[src/logic/op_sample_pkg.sv]
// Constants for the op sample capture registers
package op_sample_pkg;
    // ********************************
    // Register addresses
    // ********************************
    localparam logic [31:0] ADDR_BR_STATUS = 32'h0000_0100;
    localparam logic [31:0] ADDR_DC_STATUS = 32'h0000_0101;
    localparam logic [31:0] ADDR_LIN_ADDR  = 32'h0000_0102;
    localparam logic [31:0] ADDR_PHYS_ADDR = 32'h0000_0103;
    localparam logic [31:0] ADDR_BR_TARGET = 32'h0000_0104;
    // ********************************
    // Branch status fields
    // ********************************
    localparam int BIT_RIP_INVALID = 38;
    localparam int BIT_BR_RETIRED  = 37;
    localparam int BIT_BR_MISPRED  = 36;
    localparam int BIT_BR_TAKEN    = 35;
    localparam int BIT_BR_RETURN   = 34;
    // ********************************
    // Data cache status fields
    // ********************************
    localparam int LAT_LSB         = 32;
    localparam int LAT_W           = 16;
    localparam int BIT_PHYS_VALID  = 18;
    localparam int BIT_LIN_VALID   = 17;
    localparam int BIT_LOCKED      = 15;
    localparam int BIT_UNCACHEABLE = 14;
    localparam int BIT_WCOMBINE    = 13;
    localparam int BIT_MISALIGN    = 8;
    localparam int BIT_DC_MISS     = 7;
    localparam int BIT_TLB_1G      = 5;
    localparam int BIT_TLB_2M      = 4;
    localparam int BIT_TLB_MISS    = 2;
    localparam int BIT_STORE       = 1;
    localparam int BIT_LOAD        = 0;
    // ********************************
    // Widths and writable masks
    // ********************************
    localparam int VA_BITS = 48;
    localparam int PA_BITS = 52;
    localparam logic [63:0] MASK_BR_STATUS = 64'h0000_007C_0000_0000;
    localparam logic [63:0] MASK_DC_STATUS = 64'h0000_FFFF_0006_E1B7;
    localparam logic [63:0] MASK_PHYS      = 64'h000F_FFFF_FFFF_FFFF;
    localparam logic [63:0] ZERO64         = 64'h0000_0000_0000_0000;
    localparam logic [15:0] LAT_ONE        = 16'h0001;
    localparam logic [15:0] LAT_MAX        = 16'hFFFF;
endpackage : op_sample_pkg

[src/logic/op_sample_capture_regs.sv]
// Capture registers for one tagged, sampled op
//
// Behaviour
// Set op address invalid when address unusable
// Set branch retired on retired branch
// Set mispredicted on retired mispredicted branch
// Set taken on retired taken branch
// Set return flag on retired return
// Cache status only from lower 128-bit portion
// Latency counts cycles miss to data
// Store latency value is not meaningful
// Set physical valid when physical address valid
// Set linear valid when linear address valid
// Set locked flag for locked access
// Set uncacheable flag for uncacheable access
// Set write-combining flag for such access
// Set misalign flag on misalignment penalty
// Set cache miss flag on data miss
// Set 1G or 2M TLB hit flags
// Set TLB miss flag on L1 miss
// Set store and load flags
// Store canonical operand linear address
// Store 52-bit physical address, upper zero
// Store canonical branch target address
// Not-taken conditional gives fall-through address
// Capture all on retire, then set valid
// Op address held canonical, valid with flags; only the address-invalid flag is kept, there is no op address register
// Software reaches registers by MSR instructions
// Reserved bits zero, writes store value
`timescale 1ns/1ps
module op_sample_capture_regs (
    input  wire logic        clk,
    input  wire logic        rst,
    input  wire logic        tag_start,
    input  wire logic        retire_valid,
    input  wire logic        rip_valid,
    input  wire logic        br_retired,
    input  wire logic        br_mispred,
    input  wire logic        br_taken,
    input  wire logic        br_cond,
    input  wire logic        br_return,
    input  wire logic [63:0] br_target,
    input  wire logic [63:0] br_fall_through,
    input  wire logic        lsu_valid,
    input  wire logic        lsu_upper,
    input  wire logic        lsu_load,
    input  wire logic        lsu_store,
    input  wire logic        lsu_locked,
    input  wire logic        lsu_uc,
    input  wire logic        lsu_wc,
    input  wire logic        lsu_misalign,
    input  wire logic        lsu_dc_miss,
    input  wire logic        lsu_tlb_1g,
    input  wire logic        lsu_tlb_2m,
    input  wire logic        lsu_tlb_miss,
    input  wire logic        lsu_lin_valid,
    input  wire logic        lsu_phys_valid,
    input  wire logic [63:0] lsu_lin_addr,
    input  wire logic [51:0] lsu_phys_addr,
    input  wire logic        miss_detect,
    input  wire logic        miss_data_back,
    input  wire logic        sample_valid_clear,
    input  wire logic        msr_rd,
    input  wire logic        msr_wr,
    input  wire logic [31:0] msr_addr,
    input  wire logic [63:0] msr_wdata,
    output logic      [63:0] msr_rdata_ff,
    output logic             msr_ack_ff,
    output logic             msr_err_ff,
    output logic             op_sample_valid_ff
);
    // ********************************
    // Functions
    // ********************************
    // Sign-extend from the implemented virtual address width
    function automatic logic [63:0] canon(input logic [63:0] a);
        logic [63:0] r;
        r = a;
        for (int i = op_sample_pkg::VA_BITS; i < 64; i++) begin
            r[i] = a[op_sample_pkg::VA_BITS-1];
        end
        return r;
    endfunction : canon

    function automatic logic [2:0] reg_sel(input logic [31:0] a);
        logic [2:0] s;
        s = 3'h0;
        if (a == op_sample_pkg::ADDR_BR_STATUS) begin
            s = 3'h1;
        end else if (a == op_sample_pkg::ADDR_DC_STATUS) begin
            s = 3'h2;
        end else if (a == op_sample_pkg::ADDR_LIN_ADDR) begin
            s = 3'h3;
        end else if (a == op_sample_pkg::ADDR_PHYS_ADDR) begin
            s = 3'h4;
        end else if (a == op_sample_pkg::ADDR_BR_TARGET) begin
            s = 3'h5;
        end
        return s;
    endfunction : reg_sel

    // ********************************
    // Working state while the op is in flight
    // ********************************
    logic [63:0] cache_w_ff;
    logic [63:0] lin_w_ff;
    logic [51:0] phys_w_ff;
    logic [15:0] lat_ff;
    logic        lat_run_ff;
    logic [63:0] nxt_cache_w;
    logic        lsu_take;
    logic [2:0]  sel;

    // Upper half of a split access is ignored
    assign lsu_take = lsu_valid && !lsu_upper;
    assign sel      = reg_sel(msr_addr);

    always_comb begin
        nxt_cache_w = op_sample_pkg::ZERO64;
        nxt_cache_w[op_sample_pkg::BIT_PHYS_VALID]  = lsu_phys_valid;
        nxt_cache_w[op_sample_pkg::BIT_LIN_VALID]   = lsu_lin_valid;
        nxt_cache_w[op_sample_pkg::BIT_LOCKED]      = lsu_locked;
        nxt_cache_w[op_sample_pkg::BIT_UNCACHEABLE] = lsu_uc;
        nxt_cache_w[op_sample_pkg::BIT_WCOMBINE]    = lsu_wc;
        nxt_cache_w[op_sample_pkg::BIT_MISALIGN]    = lsu_misalign;
        nxt_cache_w[op_sample_pkg::BIT_DC_MISS]     = lsu_dc_miss;
        nxt_cache_w[op_sample_pkg::BIT_TLB_1G]      = lsu_tlb_1g;
        nxt_cache_w[op_sample_pkg::BIT_TLB_2M]      = lsu_tlb_2m;
        nxt_cache_w[op_sample_pkg::BIT_TLB_MISS]    = lsu_tlb_miss;
        nxt_cache_w[op_sample_pkg::BIT_STORE]       = lsu_store;
        nxt_cache_w[op_sample_pkg::BIT_LOAD]        = lsu_load;
    end

    always_ff @(posedge clk or posedge rst) begin
        if (rst) begin
            cache_w_ff <= op_sample_pkg::ZERO64;
            lin_w_ff   <= op_sample_pkg::ZERO64;
            phys_w_ff  <= op_sample_pkg::ZERO64[51:0];
        end else if (tag_start) begin
            cache_w_ff <= op_sample_pkg::ZERO64;
            lin_w_ff   <= op_sample_pkg::ZERO64;
            phys_w_ff  <= op_sample_pkg::ZERO64[51:0];
        end else if (lsu_take) begin
            cache_w_ff <= nxt_cache_w;
            lin_w_ff   <= canon(lsu_lin_addr);
            phys_w_ff  <= lsu_phys_addr;
        end
    end

    // Saturates rather than wraps; stores still count, value unused
    always_ff @(posedge clk or posedge rst) begin
        if (rst) begin
            lat_ff     <= op_sample_pkg::ZERO64[15:0];
            lat_run_ff <= 1'b0;
        end else if (tag_start) begin
            lat_ff     <= op_sample_pkg::ZERO64[15:0];
            lat_run_ff <= 1'b0;
        end else if (miss_detect && !lat_run_ff) begin
            lat_ff     <= op_sample_pkg::ZERO64[15:0];
            lat_run_ff <= 1'b1;
        end else if (lat_run_ff) begin
            if (lat_ff != op_sample_pkg::LAT_MAX) begin
                lat_ff <= lat_ff + op_sample_pkg::LAT_ONE;
            end
            if (miss_data_back) begin
                lat_run_ff <= 1'b0;
            end
        end
    end

    // ********************************
    // Capture registers
    // ********************************
    logic [63:0] br_stat_ff;
    logic [63:0] cache_ff;
    logic [63:0] lin_ff;
    logic [63:0] phys_ff;
    logic [63:0] tgt_ff;
    logic [63:0] nxt_br_stat;
    logic [63:0] nxt_cache;

    always_comb begin
        nxt_br_stat = op_sample_pkg::ZERO64;
        nxt_br_stat[op_sample_pkg::BIT_RIP_INVALID] = !rip_valid;
        nxt_br_stat[op_sample_pkg::BIT_BR_RETIRED] = br_retired;
        nxt_br_stat[op_sample_pkg::BIT_BR_MISPRED] =
            br_retired && br_mispred;
        nxt_br_stat[op_sample_pkg::BIT_BR_TAKEN] =
            br_retired && br_taken;
        nxt_br_stat[op_sample_pkg::BIT_BR_RETURN] =
            br_retired && br_return;
        nxt_cache = cache_w_ff;
        nxt_cache[op_sample_pkg::LAT_LSB +: op_sample_pkg::LAT_W] =
            lat_ff;
    end

    // Retire capture outranks a software write in the same cycle
    always_ff @(posedge clk or posedge rst) begin
        if (rst) begin
            br_stat_ff <= op_sample_pkg::ZERO64;
            cache_ff   <= op_sample_pkg::ZERO64;
            lin_ff     <= op_sample_pkg::ZERO64;
            phys_ff    <= op_sample_pkg::ZERO64;
            tgt_ff     <= op_sample_pkg::ZERO64;
        end else if (retire_valid) begin
            br_stat_ff <= nxt_br_stat;
            cache_ff   <= nxt_cache;
            lin_ff     <= lin_w_ff;
            phys_ff    <= {12'h000, phys_w_ff};
            if (br_cond && !br_taken) begin
                tgt_ff <= canon(br_fall_through);
            end else begin
                tgt_ff <= canon(br_target);
            end
        end else if (msr_wr) begin
            if (sel == 3'h1) begin
                br_stat_ff <= msr_wdata & op_sample_pkg::MASK_BR_STATUS;
            end else if (sel == 3'h2) begin
                cache_ff <= msr_wdata & op_sample_pkg::MASK_DC_STATUS;
            end else if (sel == 3'h3) begin
                lin_ff <= msr_wdata;
            end else if (sel == 3'h4) begin
                phys_ff <= msr_wdata & op_sample_pkg::MASK_PHYS;
            end else if (sel == 3'h5) begin
                tgt_ff <= msr_wdata;
            end
        end
    end

    // Valid follows the capture edge; a set beats a clear
    always_ff @(posedge clk or posedge rst) begin
        if (rst) begin
            op_sample_valid_ff <= 1'b0;
        end else if (retire_valid) begin
            op_sample_valid_ff <= 1'b1;
        end else if (sample_valid_clear) begin
            op_sample_valid_ff <= 1'b0;
        end
    end

    // ********************************
    // MSR access port
    // ********************************
    always_ff @(posedge clk or posedge rst) begin
        if (rst) begin
            msr_rdata_ff <= op_sample_pkg::ZERO64;
            msr_ack_ff   <= 1'b0;
            msr_err_ff   <= 1'b0;
        end else begin
            msr_ack_ff <= msr_rd || msr_wr;
            msr_err_ff <= (msr_rd || msr_wr) && (sel == 3'h0);
            if (!msr_rd) begin
                msr_rdata_ff <= op_sample_pkg::ZERO64;
            end else if (sel == 3'h1) begin
                msr_rdata_ff <= br_stat_ff;
            end else if (sel == 3'h2) begin
                msr_rdata_ff <= cache_ff;
            end else if (sel == 3'h3) begin
                msr_rdata_ff <= lin_ff;
            end else if (sel == 3'h4) begin
                msr_rdata_ff <= phys_ff;
            end else if (sel == 3'h5) begin
                msr_rdata_ff <= tgt_ff;
            end else begin
                msr_rdata_ff <= op_sample_pkg::ZERO64;
            end
        end
    end
endmodule : op_sample_capture_regs

[config.mk]
export PLATFORM = sky130hd
export DESIGN_NAME = op_sample_capture_regs
export DESIGN_NICKNAME = d
export VERILOG_FILES = /design/src/logic/op_sample_pkg.sv /design/src/logic/op_sample_capture_regs.sv
export SDC_FILE = /design/constraint.sdc
export NUM_CORES = 1
export LEC_CHECK = 0
export ABC_AREA = 1
export CORE_ASPECT_RATIO = 0.9
export CORE_MARGIN = 8
export CORE_UTILIZATION = 40
export CTS_CLUSTER_SIZE = 12
export DETAILED_ROUTE_END_ITERATION = 8
export DONT_BUFFER_PORTS = 1
export PLACE_DENSITY = 0.61
export SYNTH_ARGS = -nofsm -noshare
export SYNTH_HDL_FRONTEND = slang
export SYNTH_SLANG_ARGS = --single-unit
[constraint.sdc]
create_clock -name clk -period 15.65 [get_ports clk]
set_clock_uncertainty 0.2 [all_clocks]
set_input_delay 3.13 -clock clk [delete_from_list [all_inputs] [get_ports clk]]
set_output_delay 3.13 -clock clk [all_outputs]
set_load 0.03 [all_outputs]
==> reports/results.txt, run 1 <==
The run gives 52.25% as the share of the yosys chip area belonging to registers. For the final sum of negative setup slack, the log shows 0 ns. The run finished with clean final reports. For this run, the number of Yosys warnings is 0. Setup repair after global routing left no endpoint under its margin. The destination of the worst register-to-register timing path is lat_ff[10]. The synthesized design contains 0 enable-type register cells. Clock latency on the worst-skew pair, taken at its later pin, is 0.57 ns. The type of the worst min-delay path was reg -> reg. The root buffer cell chosen for the clock tree is sky130_fd_sc_hd__clkbuf_16. In the synthesized netlist, mux cells make up 0% of the area. The clock transition at the registers of the reported paths is 0.06 ns, and the average cell area after synthesis is 7.860 sq um. For the pin with the worst max-slew slack, the measured transition is 1.181 ns. For this run, the top clock speed supported by timing is 140.4 MHz.

TritonCTS built the clock tree. The power per cell area was 115.6 mW/mm^2; the width of the die was 249.3 microns. The synthesized netlist devotes 0.06388% of its cell area to adder and majority cells. The most critical setup path has its startpoint at msr_addr[0]. For the overall routing resource usage, the log shows 23.88%.

In this run the tightest slew margin relative to its limit is 21.10%. The post-synthesis async set-or-reset flop share came out at 100.0%. For flop-to-flop paths, the worst setup slack is 13.39 ns.

The final cell count without fillers is 3,068, and the initial antenna violation count is 6. The synthesized netlist devotes 17.20% of its cell area to compound gates. Counting the buffers created by CTS gives 47. The count of hold buffers inserted by post-cts repair came out at 0. The highest cell delay on the worst timing path was 0.86 ns. In this run the critical register-to-register path is launched from lat_ff[0].

The max-slew violation count is 0. The starting density of the core is 40.18%. The signal on the critical path passes through inv_2 -> nand2_1 -> nor4_4 -> buf_4 -> nand2_1 -> o21ai_4 -> buf_4 -> nand2_1 -> o21ai_1. The tools report the total count of hold-check failures in the final report as 0. When the netlist entered floorplanning its net count stood at 2,862. The run gives 17.16k as the via count of the first global-routing pass.

Slowest cell on the critical path: sky130_fd_sc_hd__o21ai_4. Synthesized-area fraction occupied by and/or/nand/nor cells: 21.52%. For the first-pass GRT wire length, the log shows 105,200 microns. The worst endpoint data arrival time is 7.40 ns, and the largest net degree at the start of global routing is 182.

In this run, distinct cell masters in the synthesized netlist total 36. Port buffering added 0 buffers. Relative to the synthesized area, the layout overhead comes to 10.20%. The worst hold path begins at br_stat_ff[38]. The post-cts resize count was 0; the deepest clock path buffer count was 3. The DRC violation total after the first TritonRoute iteration was 1,783. Along the worst hold path, the cell count comes to 2. The number of rows created at floorplan is 77. The tools report the post-synthesis cell count as 2,492.

From bottom edge to top edge, the die measures 225.9 microns. By area, the combinational part of the netlist is dominated by simple AND/OR/NAND/NOR gates. Buffers added to address setup during post-CTS repair amount to 0.

After synthesis the cells add up to 0.01959 sq mm. The number of antenna-violating nets in the routed design was 0. The synthesized netlist devotes 0.1341% of its cell area to XOR and XNOR gates.

Number of sinks handled by clock tree synthesis: 409. The cell total after placement is 2,979, and the leakage component of the power is 10.45 nW. The total core area came out at 0.04875 sq mm.

The weighted congestion at the end of routability-driven global placement was 0.8387; the final-stage net count was 2,766. 436 I/O pins were placed. After synthesis the netlist holds a flip-flop and latch count of 409. Detailed routing inserted a total of 17.36k vias.

In this run the worst path has a maximum fanout of 68. Dividing the detail-routed wire length by the instance count gives 22.57 microns. The floorplan step defined a die boundary enclosing 0.05632 sq mm.

Of the cells placed in the final design, the portion with a size suffix greater than 1 is 5.549%. Using the TritonRoute via totals, the vias-per-cell ratio works out to 5.657. The worst setup path is launched from an input port. The final layout contains routed wiring with a total length of 69,240 microns. STA puts the critical path data required time at 15.93 ns. The most used flip-flop cell after synthesis is sky130_fd_sc_hd__dfrtp_1. Category of the most critical setup path: in -> reg. STA classifies the critical path endpoint as a flop.

The first detailed-routing pass took 5 iterations. The smallest hold slack was 0.2629 ns; the number of cells traversed by the worst register-to-register path was 9. The tools report the number of design rule violations left after detail routing as 0.

Across the VDD grid, the largest voltage drop is 0.06966 mV. Setup violations remaining at the end of the flow were counted as 0. The half-perimeter wire length of the detailed placement result came out at 41,920 microns.

The run gives 0 as the number of max-cap violations. The logs give 0 for the sum of overflow across all layers after global routing and 2 for the H-tree depth reported by CTS. The critical path's most frequent cell was sky130_fd_sc_hd__nand2_1. The post-route minimum period came out at 7.120 ns. The last element of the critical path is tgt_ff[52]. Dividing the final minimum period by the clock period gives 45.50%.
==> worst min path at each step <==
stage,endpoint
final,br_stat_ff[38]
after global routing,br_stat_ff[38]
after CTS,br_stat_ff[38]
after floorplan,br_stat_ff[34]
after detailed placement,br_stat_ff[38]
after global placement,br_stat_ff[36]
==> cells by family (layout without fill, tap and decap cells) <==
group	Yosys count	after routing
compound gates	617	617
xor+xnor	3	3
fa+ha+maj	1	1
buf+inv	444	385
flops	409	409
other cells	0	3
simple gates	1018	1018
==> per-stage QoR <==
step | setup slack [ns] | total power [mW] | cell area (sq um) | utilization, %
after floorplan | 0.9404 | 1.309 | 19590 | -
after global placement | 8.111 | 1.360 | 19970 | 40.97
after detailed placement | 8.081 | 1.367 | 19970 | 40.97
after CTS | 8.682 | 2.519 | 21580 | 44.26
after global routing | 8.336 | 2.593 | 21580 | 44.27
final | 8.530 | 2.495 | 21590 | 44.28
==> critical path: cells and delay by family <==
family,cells,cell delay [ns]
buffers and inverters,3,1.70
AO/OA/AOI/OAI,2,0.98
AND/OR/NAND/NOR,4,1.42
==> sequential cells by signal, indices dropped and copies added, names as in the netlist <==
signal / cells
lin_ff: 64
lin_w_ff: 48
phys_w_ff: 52
tgt_ff: 64
lat_run_ff: 1
cache_ff: 28
lat_ff: 16
cache_w_ff: 12
op_sample_valid_ff: 1
msr_rdata_ff: 64
msr_ack_ff: 1
phys_ff: 52
br_stat_ff: 5
msr_err_ff: 1
==> routing by layer <==
metal  global-route usage [%]  share of wire, %  vias up  wire length, microns
met5                        0             0.038        -                    26
li1                         -                 -     7898                     -
met1                    33.23                44     8613                 30670
met4                    6.001               1.8        4                  1239
met3                    4.475               7.6       90                  5234
met2                    38.29                46      750                 32070
==> report_power, final <==
| group | switching [mW] | internal (mW) |
|---|---|---|
| clock | 0.456 | 0.689 |
| combinational | 0.144 | 0.0522 |
| sequential | 0.0324 | 1.12 |
==> cell type report <==
type / instances / area (sq um)
fill: 4826 / 27160
sequential: 409 / 10230
multi-input combinational: 1639 / 7699
clock buffer: 67 / 1404
inverter: 273 / 1041
tap: 632 / 790.8
timing repair buffer: 26 / 207.7
clock inverter: 19 / 201.4
antenna: 3 / 7.507
==> placed cells by master, fill, tap and decap left out, types with 5 or more instances in the layout <==
cell,netlist,final
sky130_fd_sc_hd__buf_4,4,25
sky130_fd_sc_hd__o211ai_1,46,46
sky130_fd_sc_hd__a21oi_1,54,54
sky130_fd_sc_hd__o22ai_1,10,10
sky130_fd_sc_hd__clkbuf_1,113,7
sky130_fd_sc_hd__nor2_4,1,8
sky130_fd_sc_hd__nor2_1,167,163
sky130_fd_sc_hd__o21ai_1,63,61
sky130_fd_sc_hd__a21boi_0,26,26
sky130_fd_sc_hd__dfrtp_1,409,409
sky130_fd_sc_hd__inv_1,265,263
sky130_fd_sc_hd__clkbuf_8,0,11
sky130_fd_sc_hd__clkbuf_16,0,49
sky130_fd_sc_hd__a22oi_1,21,21
sky130_fd_sc_hd__nand4_1,5,5
sky130_fd_sc_hd__a21boi_1,10,10
sky130_fd_sc_hd__clkinv_2,0,14
sky130_fd_sc_hd__nand2_1,593,591
sky130_fd_sc_hd__nand3_1,236,236
sky130_fd_sc_hd__inv_2,7,6
sky130_fd_sc_hd__o21ai_0,383,382
==> Yosys cell counts, types with 21 or more instances <==
master,instances,share of area (%)
sky130_fd_sc_hd__dfrtp_1,409,52
sky130_fd_sc_hd__a21boi_0,26,1.0
sky130_fd_sc_hd__nor2_1,167,3.2
sky130_fd_sc_hd__o21ai_0,383,9.8
sky130_fd_sc_hd__inv_1,265,5.1
sky130_fd_sc_hd__clkbuf_1,113,2.2
sky130_fd_sc_hd__nand2_1,593,11
sky130_fd_sc_hd__a21oi_1,54,1.4
sky130_fd_sc_hd__nand3_1,236,6.0
sky130_fd_sc_hd__o21ai_1,63,1.6
sky130_fd_sc_hd__buf_2,39,1.0
sky130_fd_sc_hd__o211ai_1,46,1.8
sky130_fd_sc_hd__a22oi_1,21,0.80
Power figures use the tool's default switching activity.
==> run 2, diff against run 1 <==
--- a/config.mk
+++ b/config.mk
@@ -12,7 +12,7 @@
 export CTS_CLUSTER_SIZE = 12
 export DETAILED_ROUTE_END_ITERATION = 8
 export DONT_BUFFER_PORTS = 1
-export PLACE_DENSITY = 0.61
+export PLACE_DENSITY = 0.63
 export SYNTH_ARGS = -nofsm -noshare
 export SYNTH_HDL_FRONTEND = slang
 export SYNTH_SLANG_ARGS = --single-unit
==> constraint.sdc (replaced) <==
create_clock -name clk -period 6.2 [get_ports clk]
set_clock_uncertainty 0.2 [all_clocks]
set_input_delay 1.24 -clock clk [delete_from_list [all_inputs] [get_ports clk]]
set_output_delay 1.24 -clock clk [all_outputs]
set_load 0.03 [all_outputs]
==> reports/results.txt, run 2 (synthesis gave the netlist of run 1 again) <==
The post-placement worst setup slack came out at 1.336 ns (-6.745 ns). The tools report the first-pass GRT wire length as 105,300 microns (+0.12%). The slowest stage of the critical path is the sky130_fd_sc_hd__nand2_1 cell. The total count of hold-check failures in the final report is 0 (unchanged).

Nature of the critical path endpoint: a flop. The min-delay analysis places its worst path in the category reg -> reg. Maximum resistive drop on vdd: 0.1985 mV (+190%).

TritonCTS built the clock tree. Leaving out fill and tap cells, the most frequent cell in the layout is sky130_fd_sc_hd__nand2_1. The total power after layout was 6.135 mW (+150%).

Critical path's most frequent cell: sky130_fd_sc_hd__nand2_1. The number of antenna-violating nets in the routed design is 0 (unchanged), and the number of detailed-routing iterations run before antenna repair is 5 (unchanged). The run gives 8 (+2) as the initial antenna violation count.

Highest cell delay on the worst timing path: 0.84 ns (-0.02 ns). The half-perimeter wire length of the detailed placement result came out at 42,140 microns (+0.52%). The total of buffers placed on input and output ports works out to 0 (unchanged). The run gives 1,645 (-7.7%) as the DRC violation total after the first TritonRoute iteration.

For the clock latency on the worst-skew pair, the log shows 0.57 ns (about the same). The starting density of the core was 40.18% (unchanged). The average routed wire per standard cell was 22.40 microns (-0.75%); the width of the die was 249.3 microns (unchanged).

Number of setup buffers added after CTS: 0 (unchanged). The via count of the first global-routing pass is 17.65k (+2.9%), and the max-slew violation count is 0 (unchanged). The logs give 3 (unchanged) for the deepest clock path buffer count and 1.853 ns (-6.677 ns) for the smallest setup slack after layout. The weighted congestion at the end of routability-driven global placement is 0.8685 (+3.6%), and the largest net degree at the start of global routing is 182 (unchanged). Clock tree synthesis selected as its root buffer the cell sky130_fd_sc_hd__clkbuf_16. The worst path uses 70.11% of the clock period. The library cells used most frequently in the layout, excluding fill and tap cells, are 591 x sky130_fd_sc_hd__nand2_1, 409 x sky130_fd_sc_hd__dfrtp_1, 382 x sky130_fd_sc_hd__o21ai_0. Subtracting the final worst setup slack from the clock period gives 4.347 ns.

The total wire length after detailed routing came out at 68,870 microns (-0.53%). The setup slack of the worst register-to-register path is 3.95 ns (-9.44 ns), and the highest fanout seen on the critical path is 74 (+8.8%). The area growth from synthesis to layout is 9.933%. The slew at the pin closest to its max-slew limit was 1.286 ns (+0.1057 ns). Setup repair after global routing left no endpoint under its margin.

The logs give 0 (unchanged) for the number of max-cap violations and 77 (unchanged) for the number of rows created at floorplan. The critical path is of the in -> reg type. Walking the worst path, the cells encountered are nor2_1 -> nand2_1 -> nor2_1 -> nand2_1 -> nor2_4 -> buf_4 -> nand2_1 -> o21ai_4 -> buf_4 -> nand2_1 -> o21ai_1. Post-cts resize count: 0 (unchanged).

The setup-violating endpoint count in the final report came out at 0 (unchanged). The floorplan die area was 0.05632 sq mm (unchanged); the clock transition at the registers of the reported paths was 0.06 ns (about the same). The run finished with clean final reports. The power per cell area works out to 284.9 mW/mm^2 (+150%). Final-stage net count: 2,771 (+0.18%). The worst-case headroom to the max-slew limit is 14.25% (-6.9 points). The cell total after placement is 2,984 (+0.17%), and the number of sinks handled by clock tree synthesis is 409 (unchanged). For the overall routing resource usage, the log shows 23.92% (+0.044 points). The share of post-route cells with drive strength above 1 was 5.540% (-0.0091 points); the routed via count divided by cell count was 5.586 (-1.2%). Height of the die: 225.9 microns (unchanged).

For the count of vias placed by the detailed router, the log shows 17.18k (-1.0%). STA classifies the critical path startpoint as an input port. The worst endpoint data arrival time was 4.63 ns (-2.77 ns). The number of I/O pins came out at 436 (unchanged).

In the final layout, the registers with the most flip-flops are lin_ff x64, msr_rdata_ff x64, tgt_ff x64. The maximum clock frequency is 230.1 MHz, and the total core area is 0.04875 sq mm (unchanged). The run gives 6.48 ns (-9.45 ns) as the worst path required time. For the sum of overflow across all layers after global routing, the log shows 0 (unchanged). The H-tree depth reported by CTS is 2 (unchanged), and the final cell count without fillers is 3,075 (+0.23%). The count of hold buffers inserted by post-cts repair is 0 (unchanged), and the leakage component of the power is 10.41 nW (-0.34%).

The number of design rule violations left after detail routing is 0 (unchanged), and the TritonCTS buffer count is 47 (unchanged).
-- run 2: changes by cell type in the layout (fill, tap and decap cells not counted), sizes merged --
cell	change
clkinvlp	+2
clkinv	-4
clkbuf	+2
buf	+5
bufinv	-3
diode	+3
inv	+2
-- run 2: worst paths after layout --
| path | end | depth (start not counted) | startpoint |
|---|---|---|---|
| max | tgt_ff[13] | 11 | msr_addr[25] |
| min | br_stat_ff[37] | 2 | br_stat_ff[37] |
| max reg2reg | lat_ff[12] | 10 | lat_ff[0] |
| min reg2reg | br_stat_ff[37] | 2 | br_stat_ff[37] |
| max in group asynchronous | msr_rdata_ff[40] | 2 | rst |
| min in group asynchronous | phys_w_ff[12] | 1 | rst |
-- run 2: area by class of cell --
cell class / count / area [sq um]
Fill cell: 4883 / 27220
Sequential cell: 409 / 10230
Clock buffer: 69 / 1379
Inverter: 273 / 1036
Timing Repair Buffer: 31 / 257.7
Multi-Input combinational cell: 1639 / 7695
Clock inverter: 16 / 125.1
Antenna cell: 6 / 15.01
Tap cell: 632 / 790.8
-- run 2: routing by layer --
| layer | track usage [%] | part of all wire (%) | vias to the layer above |
|---|---|---|---|
| met5 | 0 | 0.041 | - |
| met4 | 7.813 | 2.3 | 4 |
| met3 | 4.774 | 7.2 | 100 |
| met2 | 38.27 | 46 | 687 |
| met1 | 32.51 | 44 | 8473 |
| li1 | - | - | 7914 |
-- run 2: critical path, delay by kind of cell --
family | cells | cell delay, ns
simple gates | 7 | 1.54
buf+inv | 2 | 1.19
compound gates | 2 | 0.51
-- run 2: per-stage QoR --
step                      cell area [sq um]  hold slack, ns  setup TNS, ns  util [%]
after detailed placement              20010          0.2541              0     41.06
after floorplan                       19590          0.2367        -307.43         -
after global placement                20010          0.2519              0     41.06
after global routing                  21530          0.2768              0     44.17
after CTS                             21520          0.2689              0     44.14
final                                 21530          0.2690              0     44.17
-- run 2: report_power, final --
| part | total (mW) | internal (mW) | switching (mW) | leakage, nW |
|---|---|---|---|---|
| registers | 2.91 | 2.83 | 0.0814 | 5.44 |
| clock network | 2.73 | 1.58 | 1.14 | 0.744 |
| logic | 0.496 | 0.134 | 0.363 | 4.23 |
